<file path="src/instr_timing_pkg.sv">
// Purpose: shared constants and types for the instruction cycle sequencer
// Assumes: 24-bit program words, opcode in the top eight bits
// Notes:   opcode codes and field positions are local to this core
package instr_timing_pkg;

  localparam int WORD_W = 24;
  localparam int OPC_HI = 23;
  localparam int OPC_LO = 16;

  // opcode classes; 8'h00 is the no-operation
  localparam logic [7:0] OPC_NOP      = 8'h00;
  localparam logic [7:0] OPC_DWORD    = 8'h01;
  localparam logic [7:0] OPC_MOVD     = 8'h02;
  localparam logic [7:0] OPC_COND     = 8'h03;
  localparam logic [7:0] OPC_PCMOD    = 8'h04;
  localparam logic [7:0] OPC_BRANCH   = 8'h05;
  localparam logic [7:0] OPC_IND_JUMP = 8'h06;
  localparam logic [7:0] OPC_TABLE    = 8'h07;
  localparam logic [7:0] OPC_RETURN   = 8'h08;
  localparam logic [7:0] OPC_INT_RET  = 8'h09;
  localparam logic [7:0] OPC_SKIP     = 8'h0a;

  // operand fields of the first word
  localparam int ACC_SEL_BIT = 15;
  localparam int DEST_HI     = 14;
  localparam int DEST_LO     = 13;

  // write-back destination modes
  localparam logic [1:0] DEST_NONE    = 2'h0;
  localparam logic [1:0] DEST_DIRECT  = 2'h1;
  localparam logic [1:0] DEST_POSTINC = 2'h2;
  localparam logic [3:0] DEST_REG     = 4'hd;
  localparam logic [1:0] DEST_STEP    = 2'h2;

  // bubbles added after the first cycle
  localparam logic [1:0] EXTRA_NONE  = 2'h0;
  localparam logic [1:0] EXTRA_PCMOD = 2'h1;
  localparam logic [1:0] EXTRA_FLOW2 = 2'h1;
  localparam logic [1:0] EXTRA_FLOW3 = 2'h2;
  localparam logic [1:0] EXTRA_COND  = 2'h1;
  localparam logic [1:0] EXTRA_SKIP2 = 2'h1;
  localparam logic [1:0] BUBBLE_LAST = 2'h1;

  localparam logic [1:0] CYC_NONE = 2'h0;
  localparam logic [1:0] CYC_ONE  = 2'h1;
  localparam logic [1:0] CYC_TWO  = 2'h2;

  localparam logic [WORD_W-1:0] WORD_ZERO = 24'h000000;

  typedef enum logic [2:0] {
    cls_single, cls_double, cls_cond, cls_pcmod, cls_flow2, cls_flow3, cls_skip
  } instr_class_t;

  typedef struct packed {
    logic                  valid;
    logic [2*WORD_W-1:0]   bits;
    logic                  acc_b;
    logic [1:0]            dest_mode;
    logic [3:0]            dest_reg;
    logic [1:0]            dest_step;
  } issue_t;

  typedef struct packed {
    logic       done;
    logic [1:0] cycles;
  } retire_t;

endpackage : instr_timing_pkg

</file>
<file path="src/instr_class_decode.sv">
// Purpose: maps an opcode to its timing class and fixed bubble count
// Assumes: opcode taken from the top eight bits of a program word
// Notes:   purely combinational; unknown opcodes run as one-cycle ops
`timescale 1ns/10ps
module instr_class_decode (
  input  wire logic [7:0]                   opcode_in,
  output instr_timing_pkg::instr_class_t    class_out,
  output logic      [1:0]                   extra_out
);

  always_comb begin
    class_out = instr_timing_pkg::cls_single;
    extra_out = instr_timing_pkg::EXTRA_NONE;
    case (opcode_in)
      instr_timing_pkg::OPC_DWORD,
      instr_timing_pkg::OPC_MOVD: begin
        class_out = instr_timing_pkg::cls_double;
      end
      instr_timing_pkg::OPC_COND: begin
        class_out = instr_timing_pkg::cls_cond;
      end
      instr_timing_pkg::OPC_PCMOD: begin
        class_out = instr_timing_pkg::cls_pcmod;
        extra_out = instr_timing_pkg::EXTRA_PCMOD;
      end
      instr_timing_pkg::OPC_BRANCH,
      instr_timing_pkg::OPC_IND_JUMP: begin
        class_out = instr_timing_pkg::cls_flow2;
        extra_out = instr_timing_pkg::EXTRA_FLOW2;
      end
      instr_timing_pkg::OPC_TABLE,
      instr_timing_pkg::OPC_RETURN,
      instr_timing_pkg::OPC_INT_RET: begin
        class_out = instr_timing_pkg::cls_flow3;
        extra_out = instr_timing_pkg::EXTRA_FLOW3;
      end
      instr_timing_pkg::OPC_SKIP: begin
        class_out = instr_timing_pkg::cls_skip;
      end
      default: begin
        class_out = instr_timing_pkg::cls_single;
      end
    endcase
  end

endmodule : instr_class_decode

</file>
<file path="src/instr_cycle_timing.sv">
// Purpose: sequences program words into issued instructions and bubbles
// Assumes: one program word offered per cycle, cond_true_in valid with it
// Notes:   every discarded word becomes a bubble with no architectural effect
//
// Notes on behaviour
// - double-word instructions carry 48 bits over two consecutive words
// - second word has zero top byte; executed alone it is a no-operation
// - every double-word instruction completes in exactly two cycles
// - single-word instructions take one cycle unless condition true or pc changed
// - true condition or pc change: two cycles, extra one a no-operation
// - branch, indirect call/jump, table access, returns take two or three cycles
// - taken skip: two cycles over a one-word, three over a two-word instruction
// - double-word move completes in two cycles
// - accumulator operand is A or B, chosen by the instruction
// - write-back goes to register 13, direct or indirect with post-increment 2
`timescale 1ns/10ps
module instr_cycle_timing (
  input  wire logic                 clk_sys_in,
  input  wire logic                 reset_in,
  input  wire logic                 ce_in,
  input  wire logic                 word_valid_in,
  input  wire logic [23:0]          word_in,
  input  wire logic                 cond_true_in,
  output instr_timing_pkg::issue_t  issue_out,
  output logic                      bubble_out,
  output instr_timing_pkg::retire_t retire_out
);

  typedef enum logic [1:0] {st_fetch, st_second, st_bubble, st_skip} seq_state_t;

  seq_state_t                     state;
  logic [23:0]                    first_word;
  logic [1:0]                     bubbles_left;
  logic [1:0]                     cyc;
  instr_timing_pkg::instr_class_t word_class;
  logic [1:0]                     fixed_extra;
  logic [1:0]                     next_extra;
  logic                           take;
  logic                           skip_now;
  logic                           issue_now;
  logic [23:0]                    head_word;
  logic [1:0]                     head_dest;

  instr_class_decode u_decode (
    .opcode_in (word_in[instr_timing_pkg::OPC_HI:instr_timing_pkg::OPC_LO]),
    .class_out (word_class),
    .extra_out (fixed_extra)
  );

  assign take     = ce_in & word_valid_in;
  assign skip_now = (word_class == instr_timing_pkg::cls_skip) & cond_true_in;
  // only a lone word in its first cycle, or the second word of a pair, issues
  assign issue_now = word_valid_in
                     & ((state == st_fetch && word_class != instr_timing_pkg::cls_double)
                        || state == st_second);

  // conditional class only pays its bubble when the test comes out true
  always_comb begin
    next_extra = fixed_extra;
    if (word_class == instr_timing_pkg::cls_cond && cond_true_in) begin
      next_extra = instr_timing_pkg::EXTRA_COND;
    end
  end

  // sequencer state; a stalled or frozen cycle leaves it alone
  always_ff @(posedge clk_sys_in or posedge reset_in) begin
    if (reset_in) begin
      state <= st_fetch;
    end else if (take) begin
      case (state)
        st_fetch: begin
          if (word_class == instr_timing_pkg::cls_double) begin
            state <= st_second;
          end else if (skip_now) begin
            state <= st_skip;
          end else if (next_extra != instr_timing_pkg::EXTRA_NONE) begin
            state <= st_bubble;
          end
        end
        st_second: begin
          state <= st_fetch;
        end
        st_bubble: begin
          if (bubbles_left == instr_timing_pkg::BUBBLE_LAST) begin
            state <= st_fetch;
          end
        end
        st_skip: begin
          // a skipped two-word instruction costs one more discarded word
          if (word_class == instr_timing_pkg::cls_double) begin
            state <= st_bubble;
          end else begin
            state <= st_fetch;
          end
        end
        default: begin
          state <= st_fetch;
        end
      endcase
    end
  end

  // first word of the instruction in flight, kept for the second word
  always_ff @(posedge clk_sys_in or posedge reset_in) begin
    if (reset_in) begin
      first_word <= instr_timing_pkg::WORD_ZERO;
    end else if (take && state == st_fetch) begin
      first_word <= word_in;
    end
  end

  // bubbles still to be discarded before the next fetch
  always_ff @(posedge clk_sys_in or posedge reset_in) begin
    if (reset_in) begin
      bubbles_left <= instr_timing_pkg::EXTRA_NONE;
    end else if (take) begin
      case (state)
        st_fetch: begin
          if (word_class != instr_timing_pkg::cls_double && !skip_now) begin
            bubbles_left <= next_extra;
          end
        end
        st_bubble: begin
          bubbles_left <= bubbles_left - 2'h1;
        end
        st_skip: begin
          if (word_class == instr_timing_pkg::cls_double) begin
            bubbles_left <= instr_timing_pkg::EXTRA_SKIP2;
          end
        end
        default: begin
          bubbles_left <= bubbles_left;
        end
      endcase
    end
  end

  // cycles spent so far on the instruction in flight
  always_ff @(posedge clk_sys_in or posedge reset_in) begin
    if (reset_in) begin
      cyc <= instr_timing_pkg::CYC_NONE;
    end else if (take) begin
      if (state == st_fetch) begin
        cyc <= instr_timing_pkg::CYC_ONE;
      end else if (state == st_bubble || state == st_skip) begin
        cyc <= cyc + 2'h1;
      end
    end
  end

  // operand fields always come from the first word of the issuing instruction
  always_comb begin
    head_word = word_in;
    if (state == st_second) begin
      head_word = first_word;
    end
    head_dest = head_word[instr_timing_pkg::DEST_HI:instr_timing_pkg::DEST_LO];
  end

  // issue of instructions to the datapath
  always_ff @(posedge clk_sys_in or posedge reset_in) begin
    if (reset_in) begin
      issue_out <= '0;
    end else if (ce_in) begin
      issue_out.valid <= 1'b0;
      if (issue_now) begin
        issue_out.valid     <= 1'b1;
        issue_out.acc_b     <= head_word[instr_timing_pkg::ACC_SEL_BIT];
        issue_out.dest_mode <= head_dest;
        issue_out.dest_reg  <= instr_timing_pkg::DEST_REG;
        issue_out.dest_step <= (head_dest == instr_timing_pkg::DEST_POSTINC)
                               ? instr_timing_pkg::DEST_STEP : 2'h0;
        if (state == st_second) begin
          issue_out.bits <= {first_word, word_in};
        end else begin
          // a lone second word decodes as opcode zero and issues as a no-op
          issue_out.bits <= {word_in, instr_timing_pkg::WORD_ZERO};
        end
      end
    end
  end

  // bubbles: the word is dropped and nothing is issued
  always_ff @(posedge clk_sys_in or posedge reset_in) begin
    if (reset_in) begin
      bubble_out <= 1'b0;
    end else if (ce_in) begin
      bubble_out <= word_valid_in & (state == st_bubble || state == st_skip);
    end
  end

  // retirement with total cycle count
  always_ff @(posedge clk_sys_in or posedge reset_in) begin
    if (reset_in) begin
      retire_out <= '0;
    end else if (ce_in) begin
      retire_out.done <= 1'b0;
      if (word_valid_in) begin
        case (state)
          st_fetch: begin
            if (word_class != instr_timing_pkg::cls_double && !skip_now
                && next_extra == instr_timing_pkg::EXTRA_NONE) begin
              retire_out.done   <= 1'b1;
              retire_out.cycles <= instr_timing_pkg::CYC_ONE;
            end
          end
          st_second: begin
            retire_out.done   <= 1'b1;
            retire_out.cycles <= instr_timing_pkg::CYC_TWO;
          end
          st_bubble: begin
            if (bubbles_left == instr_timing_pkg::BUBBLE_LAST) begin
              retire_out.done   <= 1'b1;
              retire_out.cycles <= cyc + 2'h1;
            end
          end
          st_skip: begin
            if (word_class != instr_timing_pkg::cls_double) begin
              retire_out.done   <= 1'b1;
              retire_out.cycles <= cyc + 2'h1;
            end
          end
          default: begin
            retire_out.done <= 1'b0;
          end
        endcase
      end
    end
  end

endmodule : instr_cycle_timing

</file>
<file path="config.mk">
export PLATFORM = sky130hd
export DESIGN_NAME = instr_cycle_timing
export DESIGN_NICKNAME = d
export VERILOG_FILES = /design/src/instr_timing_pkg.sv /design/src/instr_class_decode.sv /design/src/instr_cycle_timing.sv
export SDC_FILE = /design/constraint.sdc
export NUM_CORES = 1
export LEC_CHECK = 0
export BUFFER_PORTS_ARGS = -buffer_cell sky130_fd_sc_hd__buf_2
export CORE_UTILIZATION = 25
export CTS_CLUSTER_SIZE = 30
export DETAILED_ROUTE_END_ITERATION = 10
export PLACE_DENSITY = 0.45
export SYNTH_ARGS = -nofsm -noshare
export SYNTH_HDL_FRONTEND = slang
export SYNTH_HIERARCHICAL = 1
export SYNTH_SLANG_ARGS = --single-unit
</file>
<file path="constraint.sdc">
create_clock -name clk_sys_in -period 2.6 [get_ports clk_sys_in]
set_input_delay 0.26 -clock clk_sys_in [delete_from_list [all_inputs] [get_ports clk_sys_in]]
set_output_delay 0.26 -clock clk_sys_in [all_outputs]
set_load 0.05 [all_outputs]
</file>
* Yosys cells after proc, flatten, opt, wreduce, memory -nomap -nowiden
Cells that the tools add are included.
** Word-level totals
- Register bits after elaboration :: 89
- Bits in latches :: 0
- Memory bits (writable) :: 0
- Memory bits (read-only) :: 0
- Output and inout port bits :: 62
- Logic and storage cells :: 89
- Memories kept :: 0
** Operators by class
- $add $sub $neg :: 2
- $mul :: 0
- Divide/modulo/power cells :: 0
- Magnitude comparators :: 0
- Eq/ne operators :: 25
- Shifts and indexed selects :: 0
- Mux-type cells :: 23
- Bitwise operators :: 4
- Reductions and logical operators :: 22
** Operator list (count)
- $mux 58 :: 1
- $mux 48 :: 1
- $eq 8x3->1 const B :: 4
- $eq 8x4->1 const B :: 3
- $mux 2 :: 11
- $pmux 3 s6 :: 1
- $eq 8x2->1 const B :: 2
- $mux 16 :: 1
- $mux 3 :: 4
- $pmux 3 s4 :: 1
- $eq 8x1->1 const B :: 1
- $pmux 2 s4 :: 1
- $eq 2x2->1 const B :: 3
- $ne 2x2->1 const B :: 3
- $pmux 2 s3 :: 1
- $reduce_or 3->1 :: 2
- $logic_and 1x1->1 :: 5
- $reduce_and 5->1 :: 1
- $and 1x1->1 :: 4
- $eq 2x1->1 const B :: 2
- $logic_not 2->1 :: 2
- $ne 2x1->1 const B :: 2
- $ne 4x4->1 const B :: 1
- $pmux 2 s2 :: 1
- 14 further kinds :: 18

* Logic depth before layout (Yosys ltp)
Gate-level depths: netlist of the first run.
- Depth in word-level cells :: 11
- Depth in mapped cells :: 10
- Mapped depth without buffers :: 7

* By module
Netlist of the first run, hierarchy kept.
** By module, submodules not included
- instr_cycle_timing :: instances 1, cells an instance 290, area an instance 3648.5 µm², sequential area each 2127.0 µm²
- instr_class_decode :: instances 1, cells an instance 22, area an instance 122.6 µm², sequential area each 0.0 µm²

* Worst setup path after synthesis of the first run
Ideal clock, no wire load.
- Path type :: input to register
- From :: input word_in[21]
- To :: register retire_out[1] in the netlist's numbering
- Arrival :: 2193 ps
- Required time :: 2475 ps
- Slack :: 281 ps
- Stages on the path :: 6
- Cell sequence :: or4_4 -> a31oi_1 -> and3b_1 -> or4b_4 -> a31oi_4 -> mux2_4
** Between the ends
- Cells in the longest elaborated chain, start to end :: 10
** Ends and longest elaborated chain
- from (decl) :: RTL line instr_cycle_timing.sv:22 : input wire logic [23:0] word_in,
- $eq 8x3->1, or another cell as far along :: RTL line instr_class_decode.sv:14 : case (opcode_in)
- $reduce_or 3->1, or another cell as far along :: RTL line instr_class_decode.sv:14
- $pmux 3 s6 (*) :: RTL line instr_class_decode.sv:14
- via word_class[0] :: RTL line instr_cycle_timing.sv:35 : instr_timing_pkg::instr_class_t word_class;
- $eq 3x2->1 / $eq 3x3->1 (equally long branches) :: RTL line instr_cycle_timing.sv:60, instr_cycle_timing.sv:51
- $logic_and 1x1->1 / $and 1x1->1 (equally long branches) :: RTL line instr_cycle_timing.sv:60, instr_cycle_timing.sv:51
- $mux 2 / $logic_not 1->1 (equally long branches) :: RTL line instr_cycle_timing.sv:60, instr_cycle_timing.sv:201
- $logic_not 2->1 / $logic_and 1x1->1 (equally long branches) :: RTL line instr_cycle_timing.sv:202, instr_cycle_timing.sv:201
- $logic_and 1x1->1 :: RTL line instr_cycle_timing.sv:202 : && next_extra == instr_timing_pkg::EXTRA_NONE) begin
- $ne 2x1->1 (no line)
- $reduce_and 5->1 (no line) (*)
- to (decl) :: RTL line instr_cycle_timing.sv:26 : output instr_timing_pkg::retire_t retire_out
Mark *: on every way through the listed nets, which the timed path passes. The rest lies on a longest branch.
A chain may end at the register's enable or synchronous reset.

* Final worst setup path of the first run
Same ends and word-level chain as after synthesis.

==> impl_metrics.ini, run 1 <==
[floorplanning]
row_count = 44
start_util_pct = 25.8
fp.dieArea_mm2 = 0.0156
io_pins = 91
die_x_um = 125
fp.dieH_um = 125
coreArea_mm2 = 0.0146

[yosys]
synth_edf_count = 0
yosysTopAreaCellShare_pct = 56.4
post-synth-top-count-cell = dfrtp_1
synth_cells = 312
synth_area_per_cell_um2 = 12.1
ys_top_cells_by_count = 85 x dfrtp_1, 31 x nand2_1, 26 x mux2_2, 26 x mux2i_1
ys.flop_type = dfrtp_1
synth.area.top_cells = dfrtp_1 56%, mux2_2 7.8%, mux2i_1 6.9%, a22o_1 5.8%, o21ai_0 3.3%
ys_seq_area_share_pct = 56.4
ys_seq_elements = 85
yosysTopAreaCell = dfrtp_1
synth_area_mm2 = 0.00377
ys_types = 43
synth-warning-count = 6
synthArstFlopShare_pct = 100

[sta]
finClkSkew_ps = 4.24
final_max_slew_viol_count = 0
fin_crit_ps = 2240
setup_tns_ps = 0
rsz0062_at_grt = no
finalSetupViolCount = 0
period_share_pct = 86.1
fmax_mhz = 447
tightestPinTransition_ps = 565
slew_headroom_pct = 62.3
finalHoldViolCount = 0

[cells_and_area]
n_fill_cell = 1496
fin_cells = 583
finalNetCount = 425
area_growth_pct = 25.0
drive_gt1_share_pct = 36.1
diodes = 0
multiInputGateArea_mm2 = 0.00147
final_area_mm2 = 0.00471
final-seq-area_mm2 = 0.00213

[worst_hold_path]
hold_start = word_in[15]
hp-class = input pin to flop

[run_status]
status = finished, violations left
violations = DRC

[global_routing]
grt_max_degree = 62
grt_pass1_vias = 2756
grt_pass1_wl_mm = 15.0
grt_usage_pct = 12.5
antenna_found_initial = 0
gr-total-overflow = 0

[route]
post_drt_wl_per_cell_um = 15.3
totalWireLength_mm = 8.91
drc = 14
initialDrtViolationCount = 114
vias = 2652
first_pass_iters = 7
ant_nets = 0
viasPerCell = 4.55

[power]
peakVddDrop_mv = 0.484
p_per_area_mw_per_mm2 = 1110
leakage_nw = 2.47

[critical_path]
crit_chain = buf_2 > or4_4 > a31oi_1 > and3b_1 > or4b_4 > a31oi_4 > mux2_4
end_kind = flop
cp-startpoint = word_in[21]
critPathRequiredTime_ps = 2820
cpPeakStageDelay_ps = 570
critical_path_class = input pin to flop
rr_startpoint = state[1]
critPathLaunchType = input pin
cpMaxStageDelayCell = or4_4
critPathMaxFanout = 5
crit_arrival_ps = 2460

[cts]
cts_tree = done
htreeDepth = 3
clk_latency_ps = 340
cts-root-buf = clkbuf_16
clkTransAtPathRegs_ps = 60
clk_path_buf_depth = 2
cts_buffers = 9
postCtsSetupRepairBufs = 0
clkSinkCount = 85

[job]
maxCapViolations = 0

[place]
post_dp_cell_area_mm2 = 0.00441
place_inst = 567
dpl.hpwl_mm = 6.07
portBuffers = 88
place.gp.congestion = 0.769
-- routing by layer --
layer | up-vias | global-route usage (%) | share of wire, %
li1 | 1262 | - | -
met1 | 1311 | 16.4 | 48
met2 | 70 | 18.7 | 43
met3 | 9 | 4.12 | 6.4
met4 | 0 | 5.60 | 1.8
met5 | - | 0 | 0
-- flip-flops by register name, indices dropped and copies added, names as in the netlist --
register      flops
cyc               2
state             2
issue_out        51
first_word       24
bubble_out        1
retire_out        3
bubbles_left      2
-- where the power goes --
| part | total (mW) | internal (mW) | leakage, nW | switching, mW |
|---|---|---|---|---|
| Clock | 1.29 | 0.793 | 0.143 | 0.501 |
| Sequential | 2.00 | 1.76 | 1.09 | 0.247 |
| Combinational | 1.93 | 0.582 | 1.23 | 1.35 |
| Total | 5.22 | 3.13 | 2.47 | 2.09 |
-- stage by stage --
stage	power [mW]	setup WS, ps	util, %	hold WS [ps]
2_1_floorplan	3.55	147	-	368
3_3_place_gp	3.95	67.7	30.1	331
3_5_place_dp	3.98	18.6	30.1	331
4_1_cts	5.30	393	32.2	161
5_1_grt	5.54	289	32.2	166
6_report	5.22	361	32.2	176
-- what timing repair did --
action                    CTS  global route
gates resized for setup     0             0
hold endpoints to repair   29             0
hold buffers                1             0
-- logic make-up after synthesis --
logic type               share of synthesized area, %
other                                          0.0994
AO/OA/AOI/OAI                                    14.8
multiplexers                                     15.1
buffers and inverters                            5.18
adder cells (fa/ha/maj)                         0.332
AND/OR/NAND/NOR                                  7.43
flip-flops                                       56.4
XOR/XNOR                                        0.697
-- final timing paths --
path / endpoint / slack [ps] / cells after the start
max: retire_out[1] / 360 / 7
min: issue_out[24] / 180 / 2
max reg2reg: issue_out[51] / 780 / 4
min reg2reg: issue_out[49] / 470 / 2
max in group asynchronous: first_word[19] / 1400 / 4
min in group asynchronous: issue_out[21] / 500 / 3
-- critical path: cells and delay by family --
kind	cells	cell delay (ps)
and+or+nand+nor	3	1310
AOI/OAI and AO/OA	2	450
muxes	1	310
buffers and inverters	1	120
-- cells in the final DEF, fill, tap and decap left out, types with 2 or more instances in the layout --
cell type	count
xnor2_1	2
buf_2	88
a32oi_1	2
a31oi_1	2
o21ai_1	5
conb_1	2
nor2b_1	2
clkbuf_1	3
mux2i_1	26
buf_12	3
nor2_1	7
clkbuf_16	9
a22o_1	25
nand2_1	31
clkbuf_8	2
mux2_2	26
o21ai_0	25
nand3_1	3
a2bb2oi_1	2
inv_1	8
buf_4	6
nor3b_1	2
dfrtp_1	85
a21o_1	3
a21oi_1	6
nand2b_1	2
-- final cells by class --
cell class	instances	area share (%)
Tap cell	184	4.89
Timing Repair Buffer	98	11.8
Clock inverter	1	0.637
Inverter	9	0.743
Sequential cell	85	45.1
Multi-Input combinational cell	192	31.2
Clock buffer	14	5.60
(Power assumes the default switching activity.)
==> run 2: changes to the inputs <==
--- a/config.mk
+++ b/config.mk
@@ -6,10 +6,10 @@
 export NUM_CORES = 1
 export LEC_CHECK = 0
 export BUFFER_PORTS_ARGS = -buffer_cell sky130_fd_sc_hd__buf_2
-export CORE_UTILIZATION = 25
+export CORE_UTILIZATION = 30
 export CTS_CLUSTER_SIZE = 30
 export DETAILED_ROUTE_END_ITERATION = 10
-export PLACE_DENSITY = 0.45
+export PLACE_DENSITY = 0.52
 export SYNTH_ARGS = -nofsm -noshare
 export SYNTH_HDL_FRONTEND = slang
 export SYNTH_HIERARCHICAL = 1
==> constraint.sdc (replaced) <==
create_clock -name clk_sys_in -period 1.91 [get_ports clk_sys_in]
set_input_delay 0.191 -clock clk_sys_in [delete_from_list [all_inputs] [get_ports clk_sys_in]]
set_output_delay 0.191 -clock clk_sys_in [all_outputs]
set_load 0.05 [all_outputs]
==> impl_metrics.ini, run 2 (synthesized netlist as in run 1, its figures left out) <==
[cells_and_area]
multiInputGateArea_mm2 = 0.00155
final-seq-area_mm2 = 0.00213
largest_register_ff_count = 51
largest_register = issue_out
n_fill_cell = 1159
final_cell_mix = 86 x buf_2, 85 x dfrtp_1, 26 x mux2i_1, 26 x buf_4
area_growth_pct = 35.8
final_common_cell = buf_2
final_util_pct = 42.3
drive_gt1_share_pct = 45.1
diodes = 0
finalNetCount = 455
top_regs = issue_out (51), first_word (24), retire_out (3)

[worst_hold_path]
whs_path_depth = 2
hp-class = input pin to flop
hold_start = word_in[20]
hold_path_end = issue_out[29]

[run_status]
violations = setup timing
status = finished, violations left

[route]
post_drt_wl_per_cell_um = 15.4
totalWireLength_mm = 9.21
first_pass_iters = 4
drc = 0
viasPerCell = 4.65
vias = 2779
initialDrtViolationCount = 75
ant_nets = 0

[sta]
fin_crit_ps = 2020
fin_hold_ws_ps = 84.1
rsz0062_at_grt = yes
setup_tns_ps = -132
finalHoldViolCount = 0
fmax_mhz = 495
final_max_slew_viol_count = 0
finClkSkew_ps = 8.13
period_share_pct = 106
finalSetupViolCount = 5
worst_slack_ps = -111

[cts]
cts_tree = done
clk_latency_ps = 340
clk_path_buf_depth = 2
cts-root-buf = clkbuf_16
cts_buffers = 9
clkSinkCount = 85
htreeDepth = 3
clkTransAtPathRegs_ps = 60

[place]
place.gp.congestion = 0.730
dpl.hpwl_mm = 6.12
portBuffers = 88

[floorplanning]
row_count = 40
coreArea_mm2 = 0.0121
start_util_pct = 31.1
fp.dieH_um = 114
io_pins = 91
fp.dieArea_mm2 = 0.0130
die_x_um = 114

[power]
leakage_nw = 2.68
peakVddDrop_mv = 0.585
p_per_area_mw_per_mm2 = 1440

[critical_path]
path_buf_inv = 1
rr_startpoint = state[1]
critPathMaxFanout = 4
end_kind = flop
critPathLaunchType = input pin
cpPeakStageDelay_ps = 570
cpMaxStageDelayCell = or4_4
crit_arrival_ps = 2240
cp_top_family = simple AND/OR/NAND/NOR gates
critPathRequiredTime_ps = 2130
critical_path_class = input pin to flop
r2r_slack_ps = 50
timing.rr.end = issue_out[18]
rr_worst_depth = 5
crit_chain = buf_6 > or4_4 > a31oi_4 > and3b_2 > or4b_4 > a31oi_4 > mux2_4
cp_common_cell = a31oi_4

[global_routing]
antenna_found_initial = 0
grt_usage_pct = 14.4
grt_pass1_vias = 2749
grt_pass1_wl_mm = 14.4
grt_max_degree = 40
gr-total-overflow = 0

[job]
maxCapViolations = 0
==> run 2: how the worst max path moves through the flow <==
stage	start	endpoint	slack (ps)	cells past startpoint
3_3_place_gp	word_in[21]	retire_out[1]	-500	7
4_1_cts	word_in[22]	retire_out[1]	-100	7
2_1_floorplan	word_in[21]	retire_out[1]	-330	6
6_report	word_in[22]	retire_out[1]	-110	7
3_5_place_dp	word_in[21]	retire_out[1]	-520	7
5_1_grt	word_in[22]	retire_out[1]	-150	7
==> run 2: metrics by stage <==
stage	power (mW)	cells	instance area, µm²	setup WS (ps)
2_1_floorplan	4.88	313	3830	-328
3_3_place_gp	5.43	573	4560	-496
3_5_place_dp	5.49	573	4560	-520
4_1_cts	7.34	592	4940	-99.5
5_1_grt	7.81	598	5120	-154
6_report	7.40	598	5120	-111
==> run 2: routing by layer <==
layer | vias up | global-route usage (%) | part of all wire [%]
met1 | 1372 | 19.5 | 48
met3 | 10 | 3.28 | 5.2
met5 | - | 0 | 0
li1 | 1331 | - | -
met4 | 0 | 6.23 | 0.89
met2 | 66 | 22.1 | 46
==> run 2: layout make-up <==
cell class / instances / area share [%]
multi-input combinational: 192 / 30.3
clock inverter: 5 / 1.15
tap: 168 / 4.10
inverter: 9 / 0.733
clock buffer: 11 / 4.93
sequential: 85 / 41.5
timing repair buffer: 128 / 17.3
==> run 2: power breakdown <==
part | switching (mW) | internal, mW | total [mW]
logic | 1.89 | 0.943 | 2.84
clock network | 0.722 | 1.08 | 1.81
registers | 0.363 | 2.39 | 2.75
==> run 2: repair_timing <==
| item | in CTS | in global routing |
|---|---|---|
| pin swaps | 1 | 7 |
| endpoints found under the setup margin | 54 | 14 |
| hold endpoints to repair | 35 | 0 |
| buffers inserted | 2 | 1 |
| resized for setup | 9 | 17 |
| hold buffers | 1 | 0 |
| gates cloned | 0 | 6 |
==> run 3: changes to the inputs <==
--- a/config.mk
+++ b/config.mk
@@ -10,6 +10,7 @@
 export CTS_CLUSTER_SIZE = 30
 export DETAILED_ROUTE_END_ITERATION = 10
 export PLACE_DENSITY = 0.52
+export SKIP_LAST_GASP = 1
 export SYNTH_ARGS = -nofsm -noshare
 export SYNTH_HDL_FRONTEND = slang
 export SYNTH_HIERARCHICAL = 1
==> impl_metrics.ini, run 3 (synthesized netlist as in run 1, its figures left out) <==
[critical_path]
critical_path_class = input pin to flop
crit_chain = buf_6 > or4_4 > a31oi_4 > and3b_2 > or4b_4 > a31oi_4 > mux2_4
cpMaxStageDelayCell = or4_4
end_kind = flop
rr_worst_depth = 5
r2r_slack_ps = 50
rr_startpoint = state[1]
critPathMaxFanout = 4
cp_common_cell = a31oi_4
cpPeakStageDelay_ps = 570
critPathRequiredTime_ps = 2130
cp_top_family = simple AND/OR/NAND/NOR gates
critPathLaunchType = input pin
timing.rr.end = issue_out[18]
path_buf_inv = 1
crit_arrival_ps = 2240

[sta]
finClkSkew_ps = 6.76
finalSetupViolCount = 3
period_share_pct = 106
rsz0062_at_grt = yes
final_max_slew_viol_count = 0
fmax_mhz = 495
finalHoldViolCount = 0
worst_slack_ps = -109
fin_crit_ps = 2020

[place]
dpl.hpwl_mm = 6.12
place_inst = 573
place.gp.congestion = 0.730
portBuffers = 88

[route]
post_drt_wl_per_cell_um = 15.2
totalWireLength_mm = 9.13
vias = 2795
viasPerCell = 4.67
initialDrtViolationCount = 85
first_pass_iters = 4
ant_nets = 0
drc = 0

[power]
p_per_area_mw_per_mm2 = 1440
peakVddDrop_mv = 0.584
leakage_nw = 2.67
total_power_mw = 7.34

[floorplanning]
fp.dieH_um = 114
fp.dieArea_mm2 = 0.0130
io_pins = 91
row_count = 40
coreArea_mm2 = 0.0121
die_x_um = 114
start_util_pct = 31.1

[worst_hold_path]
hp-class = input pin to flop
hold_start = word_in[20]
hold_path_end = issue_out[29]
whs_path_depth = 2

[cells_and_area]
top_regs = issue_out (51), first_word (24), retire_out (3)
multiInputGateArea_mm2 = 0.00153
largest_register_ff_count = 51
area_growth_pct = 35.3
n_fill_cell = 1163
finalNetCount = 456
final_cell_mix = 86 x buf_2, 85 x dfrtp_1, 27 x nand2_1, 27 x buf_4, 26 x mux2i_1
drive_gt1_share_pct = 44.5
final_common_cell = buf_2
fin_cells = 599
diodes = 0
largest_register = issue_out
final-seq-area_mm2 = 0.00213
final_util_pct = 42.1

[cts]
clkSinkCount = 85
cts-root-buf = clkbuf_16
clk_path_buf_depth = 2
cts_tree = done
clkTransAtPathRegs_ps = 60
htreeDepth = 3
clk_latency_ps = 340
cts_buffers = 9

[run_status]
status = finished, violations left
violations = setup timing

[global_routing]
grt_pass1_vias = 2743
gr-total-overflow = 0
grt_max_degree = 40
grt_usage_pct = 14.4
antenna_found_initial = 0
grt_pass1_wl_mm = 14.4

[job]
maxCapViolations = 0
-- run 3: changes by cell type in the layout (fill, tap and decap cells not counted) --
cell	delta
nand2_4	-3
nand2_1	+2
buf_4	+1
buf_6	+1
buf_8	-1
nand2_2	+1
o21ai_1	+1
o21ai_2	-1
-- run 3: worst max path at each step --
stage / endpoint / from / slack (ps) / depth (start not counted)
final: retire_out[1] / word_in[22] / -110 / 7
after global routing: retire_out[1] / word_in[22] / -150 / 7
after CTS: retire_out[1] / word_in[22] / -100 / 7
after detailed placement: retire_out[1] / word_in[21] / -520 / 7
after global placement: retire_out[1] / word_in[21] / -500 / 7
after floorplan: retire_out[1] / word_in[21] / -330 / 6
-- run 3: metrics by stage --
stage               instance area [µm²]  hold slack, ps  setup WS (ps)  setup TNS (ps)
finish                             5100            83.8           -109            -198
global route                       5100             103           -154           -1130
CTS                                4940            75.8          -99.5            -212
detailed placement                 4560             104           -520          -23470
global placement                   4560             109           -496          -22370
floorplan                          3830             299           -328           -8360
-- run 3: cell type report --
class	instances	share of cell area [%]
Timing Repair Buffer	129	17.4
Clock inverter	5	1.15
Multi-Input combinational cell	192	29.9
Sequential cell	85	41.7
Tap cell	168	4.12
Inverter	9	0.736
Clock buffer	11	4.95
-- run 3: what timing repair did --
action	CTS	global route
gates cloned	0	6
pin swaps	1	2
buffers inserted	2	2
resized for setup	9	10
endpoints found under the setup margin	54	17
hold buffers	1	0
endpoints found under the hold margin	35	0
-- run 3: report_power, final --
group | switching (mW) | internal (mW)
Sequential | 0.349 | 2.39
Clock | 0.717 | 1.08
Combinational | 1.88 | 0.920
-- run 3: metal layers --
layer	GRT usage, %	part of all wire (%)	routed length, µm
met5	0	0	0
met4	6.23	1.1	100
met3	3.28	5.6	513
met2	22.0	45	4140
met1	19.6	48	4370
-- run 3: worst reg2reg max path: stages (launching register included) --
cell and delay [ps]:
dfrtp_1 510, and4b_1 630, a21oi_4 100, buf_12 180
clkbuf_16 160, a22o_1 170
